[config.mk]
export PLATFORM = sky130hd
export DESIGN_NAME = tpa_top
export DESIGN_NICKNAME = d
export VERILOG_FILES = /design/src/design/tpa_top.v
export VERILOG_INCLUDE_DIRS = /design/src /design/src/design
export SDC_FILE = /design/constraint.sdc
export NUM_CORES = 1
export LEC_CHECK = 0
export BUFFER_PORTS_ARGS = -buffer_cell sky130_fd_sc_hd__buf_2
export CAP_MARGIN = 5
export CORE_MARGIN = 2
export CORE_UTILIZATION = 30
export CTS_BUF_LIST = sky130_fd_sc_hd__clkbuf_8
export DETAILED_ROUTE_END_ITERATION = 10
export PLACE_DENSITY = 0.56
export SYNTH_ARGS = -nofsm -noshare
export SYNTH_HDL_FRONTEND = slang
export SYNTH_SLANG_ARGS = --single-unit
[constraint.sdc]
create_clock -name clk -period 3.1 [get_ports clk]
set_input_delay 0.62 -clock clk [delete_from_list [all_inputs] [get_ports clk]]
set_output_delay 0.62 -clock clk [all_outputs]
set_load 0.02 [all_outputs]
[src/design/tpa_regs.vh]
// Register offsets, field positions and constants for the timer accumulator block
// How it works
// - Overflow flag sets on count wrap
// - Overflow flag and enable raise request
// - Write one clears overflow flag
// - Event mode edge sets input flag
// - Gate trailing edge sets input flag
// - Input flag and enable raise request
// - Write one clears input flag
// - Fast clear: count access clears flags
// - Sixteen-bit count, software readable and writable
// - Accumulator input synchronised before counting
// - Port data latched, driven when output
// - Read pin when input, latch when output
// - Timer-driven pin ignores port data writes
// - Reset clears all direction bits
// - Direction bit one means output
// - Sixteen-bit counter, four channels, one accumulator
// - Prescaler divides by one to 128
// - Mode bit selects event or gated
// - Edge bit selects rising or falling
// - Gate level gates divide-by-64 clock
`ifndef TPA_REGS_VH
`define TPA_REGS_VH

`define TPA_OFF_SYSCTL1     8'h00
`define TPA_OFF_SYSCTL2     8'h04
`define TPA_OFF_ACCCTL      8'h08
`define TPA_OFF_ACCFLG      8'h0C
`define TPA_OFF_ACCCNT      8'h10
`define TPA_OFF_PORTDAT     8'h14
`define TPA_OFF_PORTDIR     8'h18
`define TPA_OFF_COUNTER     8'h1C
`define TPA_OFF_CHANSEL     8'h20
`define TPA_OFF_CHAN0       8'h24

`define TPA_BIT_TIMER_EN    7
`define TPA_BIT_FAST_CLR    4
`define TPA_BIT_ACC_EN      6
`define TPA_BIT_ACC_MODE    5
`define TPA_BIT_ACC_EDGE    4
`define TPA_BIT_OVF_IE      1
`define TPA_BIT_IN_IE       0
`define TPA_BIT_OVF_FLAG    1
`define TPA_BIT_IN_FLAG     0

`define TPA_RST_BYTE        8'h00
`define TPA_RST_NIBBLE      4'h0
`define TPA_RST_WORD        16'h0000
`define TPA_CNT_MAX         16'hFFFF
`define TPA_GATE_DIV_MASK   7'h3F

`endif

[src/design/tpa_top.v]
// Pulse accumulator, four-channel timer, prescaler and port logic behind APB
`timescale 1ns/1ns
`default_nettype none
`include "tpa_regs.vh"

module tpa_top #(
  parameter CHANNELS = 4,
  parameter CNT_W    = 16
) (
  input  wire                clk,
  input  wire                reset,
  input  wire                psel,
  input  wire                penable,
  input  wire                pwrite,
  input  wire [7:0]          paddr,
  input  wire [31:0]         pwdata,
  output reg  [31:0]         prdata,
  output reg                 pready,
  output reg                 pslverr,
  input  wire [CHANNELS-1:0] portPinIn,
  output reg  [CHANNELS-1:0] portPinOut,
  output reg  [CHANNELS-1:0] portPinOe,
  output reg                 overflowIrq,
  output reg                 inputIrq
);

  // Mask of prescaler bits that must be all ones for a tick
  function [6:0] tpaPrescaleMask;
    input [2:0] sel;
    begin
      tpaPrescaleMask = (7'h01 << sel) - 7'h01;
    end
  endfunction

  // Register-offset match used by the write decode; the read mux uses a case
  function tpaHit;
    input [7:0] addr;
    input [7:0] off;
    begin
      tpaHit = (addr == off);
    end
  endfunction

  reg               timerEn_q;
  reg               fastClr_q;
  reg  [2:0]        prescaleSel_q;
  reg               accEnable_q;
  reg               accMode_q;
  reg               accEdge_q;
  reg               ovfIe_q;
  reg               inIe_q;
  reg               ovfFlag_q;
  reg               inFlag_q;
  reg  [CNT_W-1:0]  accCount_q;
  reg  [CHANNELS-1:0] portLatch_q;
  reg  [CHANNELS-1:0] portDir_q;
  reg  [CHANNELS-1:0] chanSel_q;
  reg  [CHANNELS-1:0] ocLevel_q;
  reg  [CNT_W-1:0]  mainCount_q;
  reg  [6:0]        prescale_q;
  reg  [CHANNELS-1:0] pinMeta_q;
  reg  [CHANNELS-1:0] pinSync_q;
  reg  [CHANNELS-1:0] pinLast_q;
  reg  [CNT_W-1:0]  chanReg_q [0:CHANNELS-1];

  wire              access;
  wire              wrStrobe;
  wire              rdStrobe;
  wire              prescaleTick;
  wire              gateTick;
  wire              accIn;
  wire              accRise;
  wire              accFall;
  wire              accActiveEdge;
  wire              gateLevel;
  wire              gateTrail;
  wire              accInc;
  wire              accWrite;
  wire              countTouched;
  wire              setOvf;
  wire              setIn;
  wire [CHANNELS-1:0] ocDrive;
  reg  [31:0]       readData;
  reg               addrValid;
  integer           i;

  // Access phase, answered once; pready drops for a cycle after each answer
  assign access   = psel & penable & ~pready;
  assign wrStrobe = access & pwrite;
  assign rdStrobe = access & ~pwrite;

  // Prescaler runs only while the timer is enabled
  // selectable power-of-two divide
  assign prescaleTick = timerEn_q &
    ((prescale_q & tpaPrescaleMask(prescaleSel_q)) == tpaPrescaleMask(prescaleSel_q));
  assign gateTick = timerEn_q & ((prescale_q & `TPA_GATE_DIV_MASK) == `TPA_GATE_DIV_MASK);

  // Accumulator input shares the channel 3 pin; edges seen on synchronised copy
  // count from synchronised input only
  assign accIn   = pinSync_q[CHANNELS-1];
  assign accRise = accIn & ~pinLast_q[CHANNELS-1];
  assign accFall = ~accIn & pinLast_q[CHANNELS-1];

  // edge bit picks rising or falling
  assign accActiveEdge = accEdge_q ? accRise : accFall;
  // edge bit one means low gate level
  assign gateLevel = accEdge_q ? ~accIn : accIn;
  // trailing edge of active gate level
  assign gateTrail = accEdge_q ? accRise : accFall;

  // mode bit selects event or gated counting
  assign accInc = accEnable_q & (accMode_q ? (gateTick & gateLevel) : accActiveEdge);

  assign accWrite     = wrStrobe & tpaHit(paddr, `TPA_OFF_ACCCNT);
  // any count access triggers fast clear
  assign countTouched = access & tpaHit(paddr, `TPA_OFF_ACCCNT) & fastClr_q;
  // wrap from all ones to zero
  assign setOvf = accInc & ~accWrite & (accCount_q == `TPA_CNT_MAX);
  // selected edge sets input flag in event mode
  assign setIn  = accEnable_q & (accMode_q ? gateTrail : accActiveEdge);

  // Output-compare channels take over their pins while the timer runs
  assign ocDrive = chanSel_q & {CHANNELS{timerEn_q}};

  // Read mux and decode of mapped offsets
  always @*
  begin
    readData  = 32'h0000_0000;
    addrValid = 1'b1;
    case (paddr)
      `TPA_OFF_SYSCTL1:
      begin
        readData[`TPA_BIT_TIMER_EN] = timerEn_q;
        readData[`TPA_BIT_FAST_CLR] = fastClr_q;
      end
      `TPA_OFF_SYSCTL2: readData[2:0] = prescaleSel_q;
      `TPA_OFF_ACCCTL:
      begin
        readData[`TPA_BIT_ACC_EN]   = accEnable_q;
        readData[`TPA_BIT_ACC_MODE] = accMode_q;
        readData[`TPA_BIT_ACC_EDGE] = accEdge_q;
        readData[`TPA_BIT_OVF_IE]   = ovfIe_q;
        readData[`TPA_BIT_IN_IE]    = inIe_q;
      end
      `TPA_OFF_ACCFLG:
      begin
        readData[`TPA_BIT_OVF_FLAG] = ovfFlag_q;
        readData[`TPA_BIT_IN_FLAG]  = inFlag_q;
      end
      `TPA_OFF_ACCCNT:  readData[CNT_W-1:0] = accCount_q;
      // pin level for inputs, latch for outputs
      `TPA_OFF_PORTDAT: readData[CHANNELS-1:0] = (portDir_q & portLatch_q) |
                                                 (~portDir_q & pinSync_q);
      `TPA_OFF_PORTDIR: readData[CHANNELS-1:0] = portDir_q;
      `TPA_OFF_COUNTER: readData[CNT_W-1:0] = mainCount_q;
      `TPA_OFF_CHANSEL: readData[CHANNELS-1:0] = chanSel_q;
      default:
      begin
        addrValid = 1'b0;
        for (i = 0; i < CHANNELS; i = i + 1)
        begin
          if (paddr == `TPA_OFF_CHAN0 + 8'h04 * i[7:0])
          begin
            readData[CNT_W-1:0] = chanReg_q[i];
            addrValid = 1'b1;
          end
        end
      end
    endcase
  end

  // APB answer: one wait cycle, then a one-cycle pready with registered data
  always @(posedge clk)
  begin
    if (reset)
    begin
      pready  <= 1'b0;
      pslverr <= 1'b0;
      prdata  <= 32'h0000_0000;
    end
    else
    begin
      pready  <= access;
      pslverr <= access & ~addrValid;
      if (rdStrobe)
        prdata <= addrValid ? readData : 32'h0000_0000;
    end
  end

  // Control registers; reserved bits are simply not stored
  always @(posedge clk)
  begin
    if (reset)
    begin
      timerEn_q     <= 1'b0;
      fastClr_q     <= 1'b0;
      prescaleSel_q <= 3'h0;
      accEnable_q   <= 1'b0;
      accMode_q     <= 1'b0;
      accEdge_q     <= 1'b0;
      ovfIe_q       <= 1'b0;
      inIe_q        <= 1'b0;
      chanSel_q     <= `TPA_RST_NIBBLE;
    end
    else if (wrStrobe)
    begin
      if (tpaHit(paddr, `TPA_OFF_SYSCTL1))
      begin
        timerEn_q <= pwdata[`TPA_BIT_TIMER_EN];
        fastClr_q <= pwdata[`TPA_BIT_FAST_CLR];
      end
      if (tpaHit(paddr, `TPA_OFF_SYSCTL2))
        prescaleSel_q <= pwdata[2:0];
      if (tpaHit(paddr, `TPA_OFF_ACCCTL))
      begin
        accEnable_q <= pwdata[`TPA_BIT_ACC_EN];
        accMode_q   <= pwdata[`TPA_BIT_ACC_MODE];
        accEdge_q   <= pwdata[`TPA_BIT_ACC_EDGE];
        ovfIe_q     <= pwdata[`TPA_BIT_OVF_IE];
        inIe_q      <= pwdata[`TPA_BIT_IN_IE];
      end
      if (tpaHit(paddr, `TPA_OFF_CHANSEL))
        chanSel_q <= pwdata[CHANNELS-1:0];
    end
  end

  // Flags: hardware set wins over write-one or fast clear in the same cycle
  always @(posedge clk)
  begin
    if (reset)
    begin
      ovfFlag_q <= 1'b0;
      inFlag_q  <= 1'b0;
    end
    else
    begin
      if (setOvf)
        ovfFlag_q <= 1'b1;
      else if (countTouched ||
               (wrStrobe && tpaHit(paddr, `TPA_OFF_ACCFLG) && pwdata[`TPA_BIT_OVF_FLAG]))
        ovfFlag_q <= 1'b0;
      if (setIn)
        inFlag_q <= 1'b1;
      else if (countTouched ||
               (wrStrobe && tpaHit(paddr, `TPA_OFF_ACCFLG) && pwdata[`TPA_BIT_IN_FLAG]))
        inFlag_q <= 1'b0;
    end
  end

  // Accumulator count; a software write beats a same-cycle increment
  always @(posedge clk)
  begin
    if (reset)
      accCount_q <= `TPA_RST_WORD;
    else if (accWrite)
      accCount_q <= pwdata[CNT_W-1:0];
    else if (accInc)
      accCount_q <= accCount_q + {{(CNT_W-1){1'b0}}, 1'b1};
  end

  // Interrupt requests as registered levels
  always @(posedge clk)
  begin
    if (reset)
    begin
      overflowIrq <= 1'b0;
      inputIrq    <= 1'b0;
    end
    else
    begin
      // overflow request while flag and enable
      overflowIrq <= ovfFlag_q & ovfIe_q;
      // input request while flag and enable
      inputIrq    <= inFlag_q & inIe_q;
    end
  end

  // Port latch and direction
  always @(posedge clk)
  begin
    if (reset)
    begin
      portLatch_q <= `TPA_RST_NIBBLE;
      portDir_q   <= `TPA_RST_NIBBLE;
    end
    else if (wrStrobe)
    begin
      if (tpaHit(paddr, `TPA_OFF_PORTDAT))
        portLatch_q <= pwdata[CHANNELS-1:0];
      if (tpaHit(paddr, `TPA_OFF_PORTDIR))
        portDir_q <= pwdata[CHANNELS-1:0];
    end
  end

  // Pin drive: compare output overrides direction, latch kept for later
  always @(posedge clk)
  begin
    if (reset)
    begin
      portPinOut <= `TPA_RST_NIBBLE;
      portPinOe  <= `TPA_RST_NIBBLE;
    end
    else
    begin
      portPinOut <= (ocDrive & ocLevel_q) | (~ocDrive & portLatch_q);
      portPinOe  <= ocDrive | portDir_q;
    end
  end

  // Prescaler and free-running main counter
  always @(posedge clk)
  begin
    if (reset)
    begin
      prescale_q  <= 7'h00;
      mainCount_q <= `TPA_RST_WORD;
    end
    else if (timerEn_q)
    begin
      prescale_q <= prescale_q + 7'h01;
      if (prescaleTick)
        mainCount_q <= mainCount_q + {{(CNT_W-1){1'b0}}, 1'b1};
    end
  end

  // Per-channel synchroniser, capture and compare
  genvar ch;
  generate
    for (ch = 0; ch < CHANNELS; ch = ch + 1)
    begin : gChan
      // Two-flop synchroniser plus an edge-detect stage; only the first stage is never looked at
      always @(posedge clk)
      begin
        if (reset)
        begin
          pinMeta_q[ch] <= 1'b0;
          pinSync_q[ch] <= 1'b0;
          pinLast_q[ch] <= 1'b0;
        end
        else
        begin
          pinMeta_q[ch] <= portPinIn[ch];
          pinSync_q[ch] <= pinMeta_q[ch];
          pinLast_q[ch] <= pinSync_q[ch];
        end
      end

      always @(posedge clk)
      begin
        if (reset)
        begin
          chanReg_q[ch] <= `TPA_RST_WORD;
          ocLevel_q[ch] <= 1'b0;
        end
        else if (chanSel_q[ch])
        begin
          if (wrStrobe && paddr == `TPA_OFF_CHAN0 + 8'h04 * ch)
            chanReg_q[ch] <= pwdata[CNT_W-1:0];
          // Compare match toggles the pin
          if (prescaleTick && mainCount_q == chanReg_q[ch])
            ocLevel_q[ch] <= ~ocLevel_q[ch];
        end
        // Capture on rising edge, only while the pin is an input
        else if (timerEn_q && !portDir_q[ch] && pinSync_q[ch] && !pinLast_q[ch])
          chanReg_q[ch] <= mainCount_q;
      end
    end
  endgenerate

endmodule // tpa_top

`default_nettype wire

Word-level counts from Yosys, hierarchy flattened
Memories as Yosys holds them, arrays and structs flattened.
Cells that the tools add are included.

word-level totals
  bits in latches = 0
  memories = 1
  flip-flop bits (word level) = 123
  word-level logic and storage cells = 235
  ROM bits = 0
  RAM bits = 64

memory list
  name       depth  bits a word  rd ports  clocked after Yosys merged registers in  wr ports  RTL line      RTL
  chanReg_q  4      16           4         0                                        4         tpa_top.v:64  reg [CNT_W-1:0] chanReg_q [0:CHANNELS-1];

operators by class
  mux-type cells = 68
  equal/unequal tests = 19
  div/mod/pow operators = 0
  magnitude comparators = 0
  multiply operators = 0
  add/sub/neg operators = 4
  reduce and logical (&&, ||, !) cells = 55
  shift operators = 1
  bitwise operators = 48

operator list
  kind                   count
  $mux 16                15
  $eq 16x16->1           4
  $mux 1                 46
  $eq 8x6->1 const B     5
  $add 16x1->16 const B  2
  $eq 8x5->1 const B     4
  $pmux 8 s3             1
  $logic_and 1x1->1      23
  $reduce_and 2->1       11
  $and 4x4->4            5
  $and 1x1->1            19
  $pmux 2 s9             1
  $eq 16x16->1 const B   1
  $eq 8x4->1 const B     2
  $or 4x4->4             3
  $reduce_or 6->1        2
  $not 1->1              10
  $reduce_or 9->1        1
  $eq 8x3->1 const B     1
  $logic_not 1->1        8
  $logic_not 8->1        1
  $not 4->4              2
  $or 1x1->1             8
  $pmux 2 s4             1
  16 further kinds       19

Depth between registers and ports, before layout
  word-level depth = 10
  gate-level depth with buffers = 10
  gate-level depth less buffers = 9

Least setup slack after synthesis
OpenSTA, ideal clock, no wires.

  path kind = input -> register
  start = input port reset
  end = memory chanReg_q[1][0], enable pin
  data arrival time = 2256 ps
  data required time = 2724 ps
  setup slack = 468 ps
  path buffers = 1
  stages on the path = 4
  path through = buf_2 nand2b_1 nor4_1 a311o_1

RTL lines
  what         RTL line      RTL
  from (decl)  tpa_top.v:11  input wire reset,
  to (decl)    tpa_top.v:64

Final worst setup path
  start = register prescaleSel_q[0]
  end = register mainCount_q[15]

between the ends
  longest elaborated chain between the ends = 6

ends and longest elaborated chain
  what                                 RTL line       RTL
  from (decl)                          tpa_top.v:46   reg [2:0] prescaleSel_q;
  from (signal assigned)               tpa_top.v:213  prescaleSel_q <= pwdata[2:0];
  $shl 1x3->7 *                        tpa_top.v:31   tpaPrescaleMask = (7'h01 << sel) - 7'h01;
  $sub 7x1->7 *                        tpa_top.v:31
  $and 7x7->7                          tpa_top.v:95   ((prescale_q & tpaPrescaleMask(prescaleSel_q)) == tpaPrescaleMask(prescaleSel_q));
  $eq 7x7->1 *                         tpa_top.v:95
  $and 1x1->1 *                        tpa_top.v:94   assign prescaleTick = timerEn_q &
  $reduce_and 2->1 (no source line) *  n/a
  to (signal assigned)                 tpa_top.v:316  mainCount_q <= `TPA_RST_WORD;
  to (signal assigned)                 tpa_top.v:322  mainCount_q <= mainCount_q + {{(CNT_W-1){1'b0}}, 1'b1};
  to (decl)                            tpa_top.v:59   reg [CNT_W-1:0] mainCount_q;

Mark *: on every way between the ends. The rest lies on a longest branch, timed or not.
A chain may end at the register's enable or synchronous reset.

==> summary.md <==
| Metric | Value |
|---|---|
| GRT Overall Usage | 0.180 |
| WHS | 0.377 ns |
| Synth top area share | 0.230 |
| Chip width | 180 um |
| CP required | 3.47 ns |
| Power Density | 421 nW/um2 |
| Post-route DRC violation count | 0 |
| Max_cap viols | 0 |
| Peak VDD IR | 0.256 mV |
| Buffers on Ports | 60 |
| Crit path cell chain | inv_1 > or3_1 > ha_1 > nor2b_1 > o31ai_4 > nand4b_2 > or4_1 > a21oi_1 |
| Cell taking the most area after synthesis | dfxtp_1 |
| Vias per inst | 5.44 |
| Fraction of layout cells with a size suffix above 1 | 0.157 |
| Synthesized area | 9310 um2 |
| Main area contributors after synthesis | dfxtp_1 23%, edfxtp_1 21%, a22o_1 6.3% |
| Final hold vios | 0 |
| Fillers | around 3,200 |
| Core Area | 30,600 um2 |
| Global-route wire length before repair | 45,200 um |
| Critical path data arrival time | around 3.3 ns |
| Status | finished, final reports clean |
| Crit share post-route | 0.946 |
| Final net count | 1,091 |
| Critical Path Sink Type | flop |
| Top cells by count, synth | 113 x nand2_1, 107 x dfxtp_1, 75 x a21oi_1, 67 x a22o_1, 64 x edfxtp_1 |
| Number of cell rows | 64 |
| Final-report setup violation count | 0 |
| Leakage power | 3.56 nW |
| Total CTS buffers | 17 |
| Crit-path max FO | 8 |
| Slew @ Worst Pin | about 1 ns |
| Skew final | 0.0225 ns |
| Buf/Inv on CP | 1 |
| Clock latency on the worst-skew pair | 0.46 ns |
| Root Buffer | clkbuf_8 |
| ANT cells | 0 |
| Post-route minimum period | 2.93 ns |
| Worst-path clk slew | 0.10 ns |
| Adder-cell share of the synthesized area | 0.00538 |
| Crit start category | flop |
| TritonCTS clock tree | built |
| Family with the most delay on the worst path | simple AND/OR/NAND/NOR gates |
| I/O pin count | 93 |
| Max-Slew Margin vs Limit | 0.330 |
| Routed WL | about 30,000 um |
| 1st-iter DRT viols | 749 |
| Number of global-route vias before repair | 7,515 |
| Routed length per placed instance | 20.4 um |
| Ys async rst share | 0 |
| Seq cells post-synth | 171 |
| Synth cell types | between 70 and 80 |
| Sequential fraction of the synthesis area | 0.437 |
| Syn_area_per_cell | 9.28 um2 |
| Simple-gate share of the synthesized area | 0.199 |
| Most frequent cell after synthesis | nand2_1 |
| Post-synthesis xor/xnor area fraction | 0.0809 |
| Chip Height | roughly 180 um |
| CTS H-tree lvls | 4 |
| DRT Pass-1 Iters | 8 |
| Final Slew Violations | 0 |
| Vias | 7,878 |
| Slowest CP cell | or4_1 |
| DP Wirelength | 22,100 um |
| Antenna violations before repair | 0 |
| Post-CTS sizing | 0 |
| Clock sinks | 171 |
| DRT antenna net count | 0 |
| Number of synthesized flops with an enable pin | 64 |
| Max incr delay on CP | about 0.54 ns |
| Hold Crit Class | in -> reg |
| P&R area growth vs syn | 12.2% |
| Largest net degree at the start of global routing | 93 |
| Final TNS setup | 0 ns |
| Postcts setup bufs | 0 |
| Area of the die | 32,500 um2 |
| Kind of critical path | reg -> reg |
| Core Util, Final | 0.341 |
| Fmax | 341 MHz |
| Mapped Cells | roughly 1,000 |
| Combinational family with the most area after synthesis | simple AND/OR/NAND/NOR gates |
| Synth Area in Compound Gates | 0.191 |
| Clock buffer depth | 2 |
| Yosys Warn Count | 0 |
| Grt ovf | 0 |
| RSZ-0062 raised after global routing | no |
| Fraction of synthesized area in multiplexers | 0.0331 |
| Starting Density | 0.304 |
| Main flop type after synthesis | dfxtp_1 |
| GPL Wtd Cong | 0.876 |
[power by group]
group / internal (mW) / leakage [nW] / total, mW / switching [mW]
Clock: 0.816 / 0.217 / 1.73 / 0.909
Combinational: 0.0878 / 1.82 / 0.286 / 0.198
Sequential: 2.36 / 1.52 / 2.39 / 0.0277
[stage by stage]
step	power, mW	worst slack [ns]	instances	instance area (um2)
final	4.40	0.167	1447	10400
after global routing	4.53	0.0154	1447	10400
after CTS	4.42	0.155	1447	10400
after detailed placement	2.72	0.198	1415	10000
after global placement	2.72	0.247	1415	10000
after floorplan	2.61	0.468	1018	9360
[per-layer routing]
layer / vias up / GRT usage / routed length, um
li1: 3719 / - / -
met1: 3811 / 0.252 / 13400
met2: 310 / 0.281 / 13200
met3: 38 / 0.0406 / 2370
met4: 0 / 0.0484 / 592
met5: - / 0 / 0
[repair_timing]
action	in CTS	in global routing
endpoints found under the hold margin	0	0
endpoints found under the setup margin	0	1
hold buffers	0	0
[cells in the final DEF, fill, tap and decap left out, drive strengths merged, types with 5 or more instances in the layout]
cell type,count
or4,5
clkinv,5
nand3b,6
inv,16
xnor2,63
buf,99
a22oi,13
o22ai,7
mux2,6
and2,7
nor2,64
dfxtp,107
nor4,17
or3,15
mux2i,24
a211oi,16
clkbuf,17
a21oi,75
nand3,38
nor3,18
o21ai,30
nand2b,6
o31ai,9
edfxtp,64
nand4,23
a22o,67
nor2b,15
conb,16
nor4b,5
and3,9
nand2,113
xor2,23
[worst paths after layout]
check	startpoint	endpoint	slack, ns	cells past startpoint
setup / recovery	prescaleSel_q[0]	mainCount_q[15]	0.17	8
hold / removal	portPinIn[3]	pinMeta_q[3]	0.38	2
setup reg to reg	prescaleSel_q[0]	mainCount_q[15]	0.17	8
hold reg to reg	pinMeta_q[0]	pinSync_q[0]	0.44	1
[state kept, by name, summed over array words and instances (netlist names), 3 cells and up]
register and cells:
portDir_q 4, portPinOe 4, chanReg_q 64, prescaleSel_q 3
ocLevel_q 4, prescale_q 7, prdata 16, pinLast_q 4
pinSync_q 3, portPinOut 4, portLatch_q 4, mainCount_q 16
pinMeta_q 4, chanSel_q 4, accCount_q 16
[worst register-to-register path, stage by stage, from the launching register on]
cell and delay, ns:
dfxtp_1 0.46, inv_1 0.12, or3_1 0.36, ha_1 0.27
nor2b_1 0.19, o31ai_4 0.47, nand4b_2 0.31, or4_1 0.54
a21oi_1 0.15
[cell type report]
cell class              instances  area [um2]  share of cell area
repair buffers                 99         608              0.0582
well taps                     396         495              0.0475
clock inverters                15         185              0.0177
multi-input cells             740        4820               0.462
inverters                       9        33.8             0.00324
flip-flops and latches        171        4060               0.389
clock buffers                  17         234              0.0224
[kinds of logic after synthesis]
| group | after synthesis |
|---|---|
| simple gates | 353 |
| compound gates | 251 |
| flops | 171 |
| buf+inv | 107 |
| xor+xnor | 86 |
| mux | 30 |
| fa+ha+maj | 4 |
| other cells | 1 |
Power figures use the tool's default switching activity.
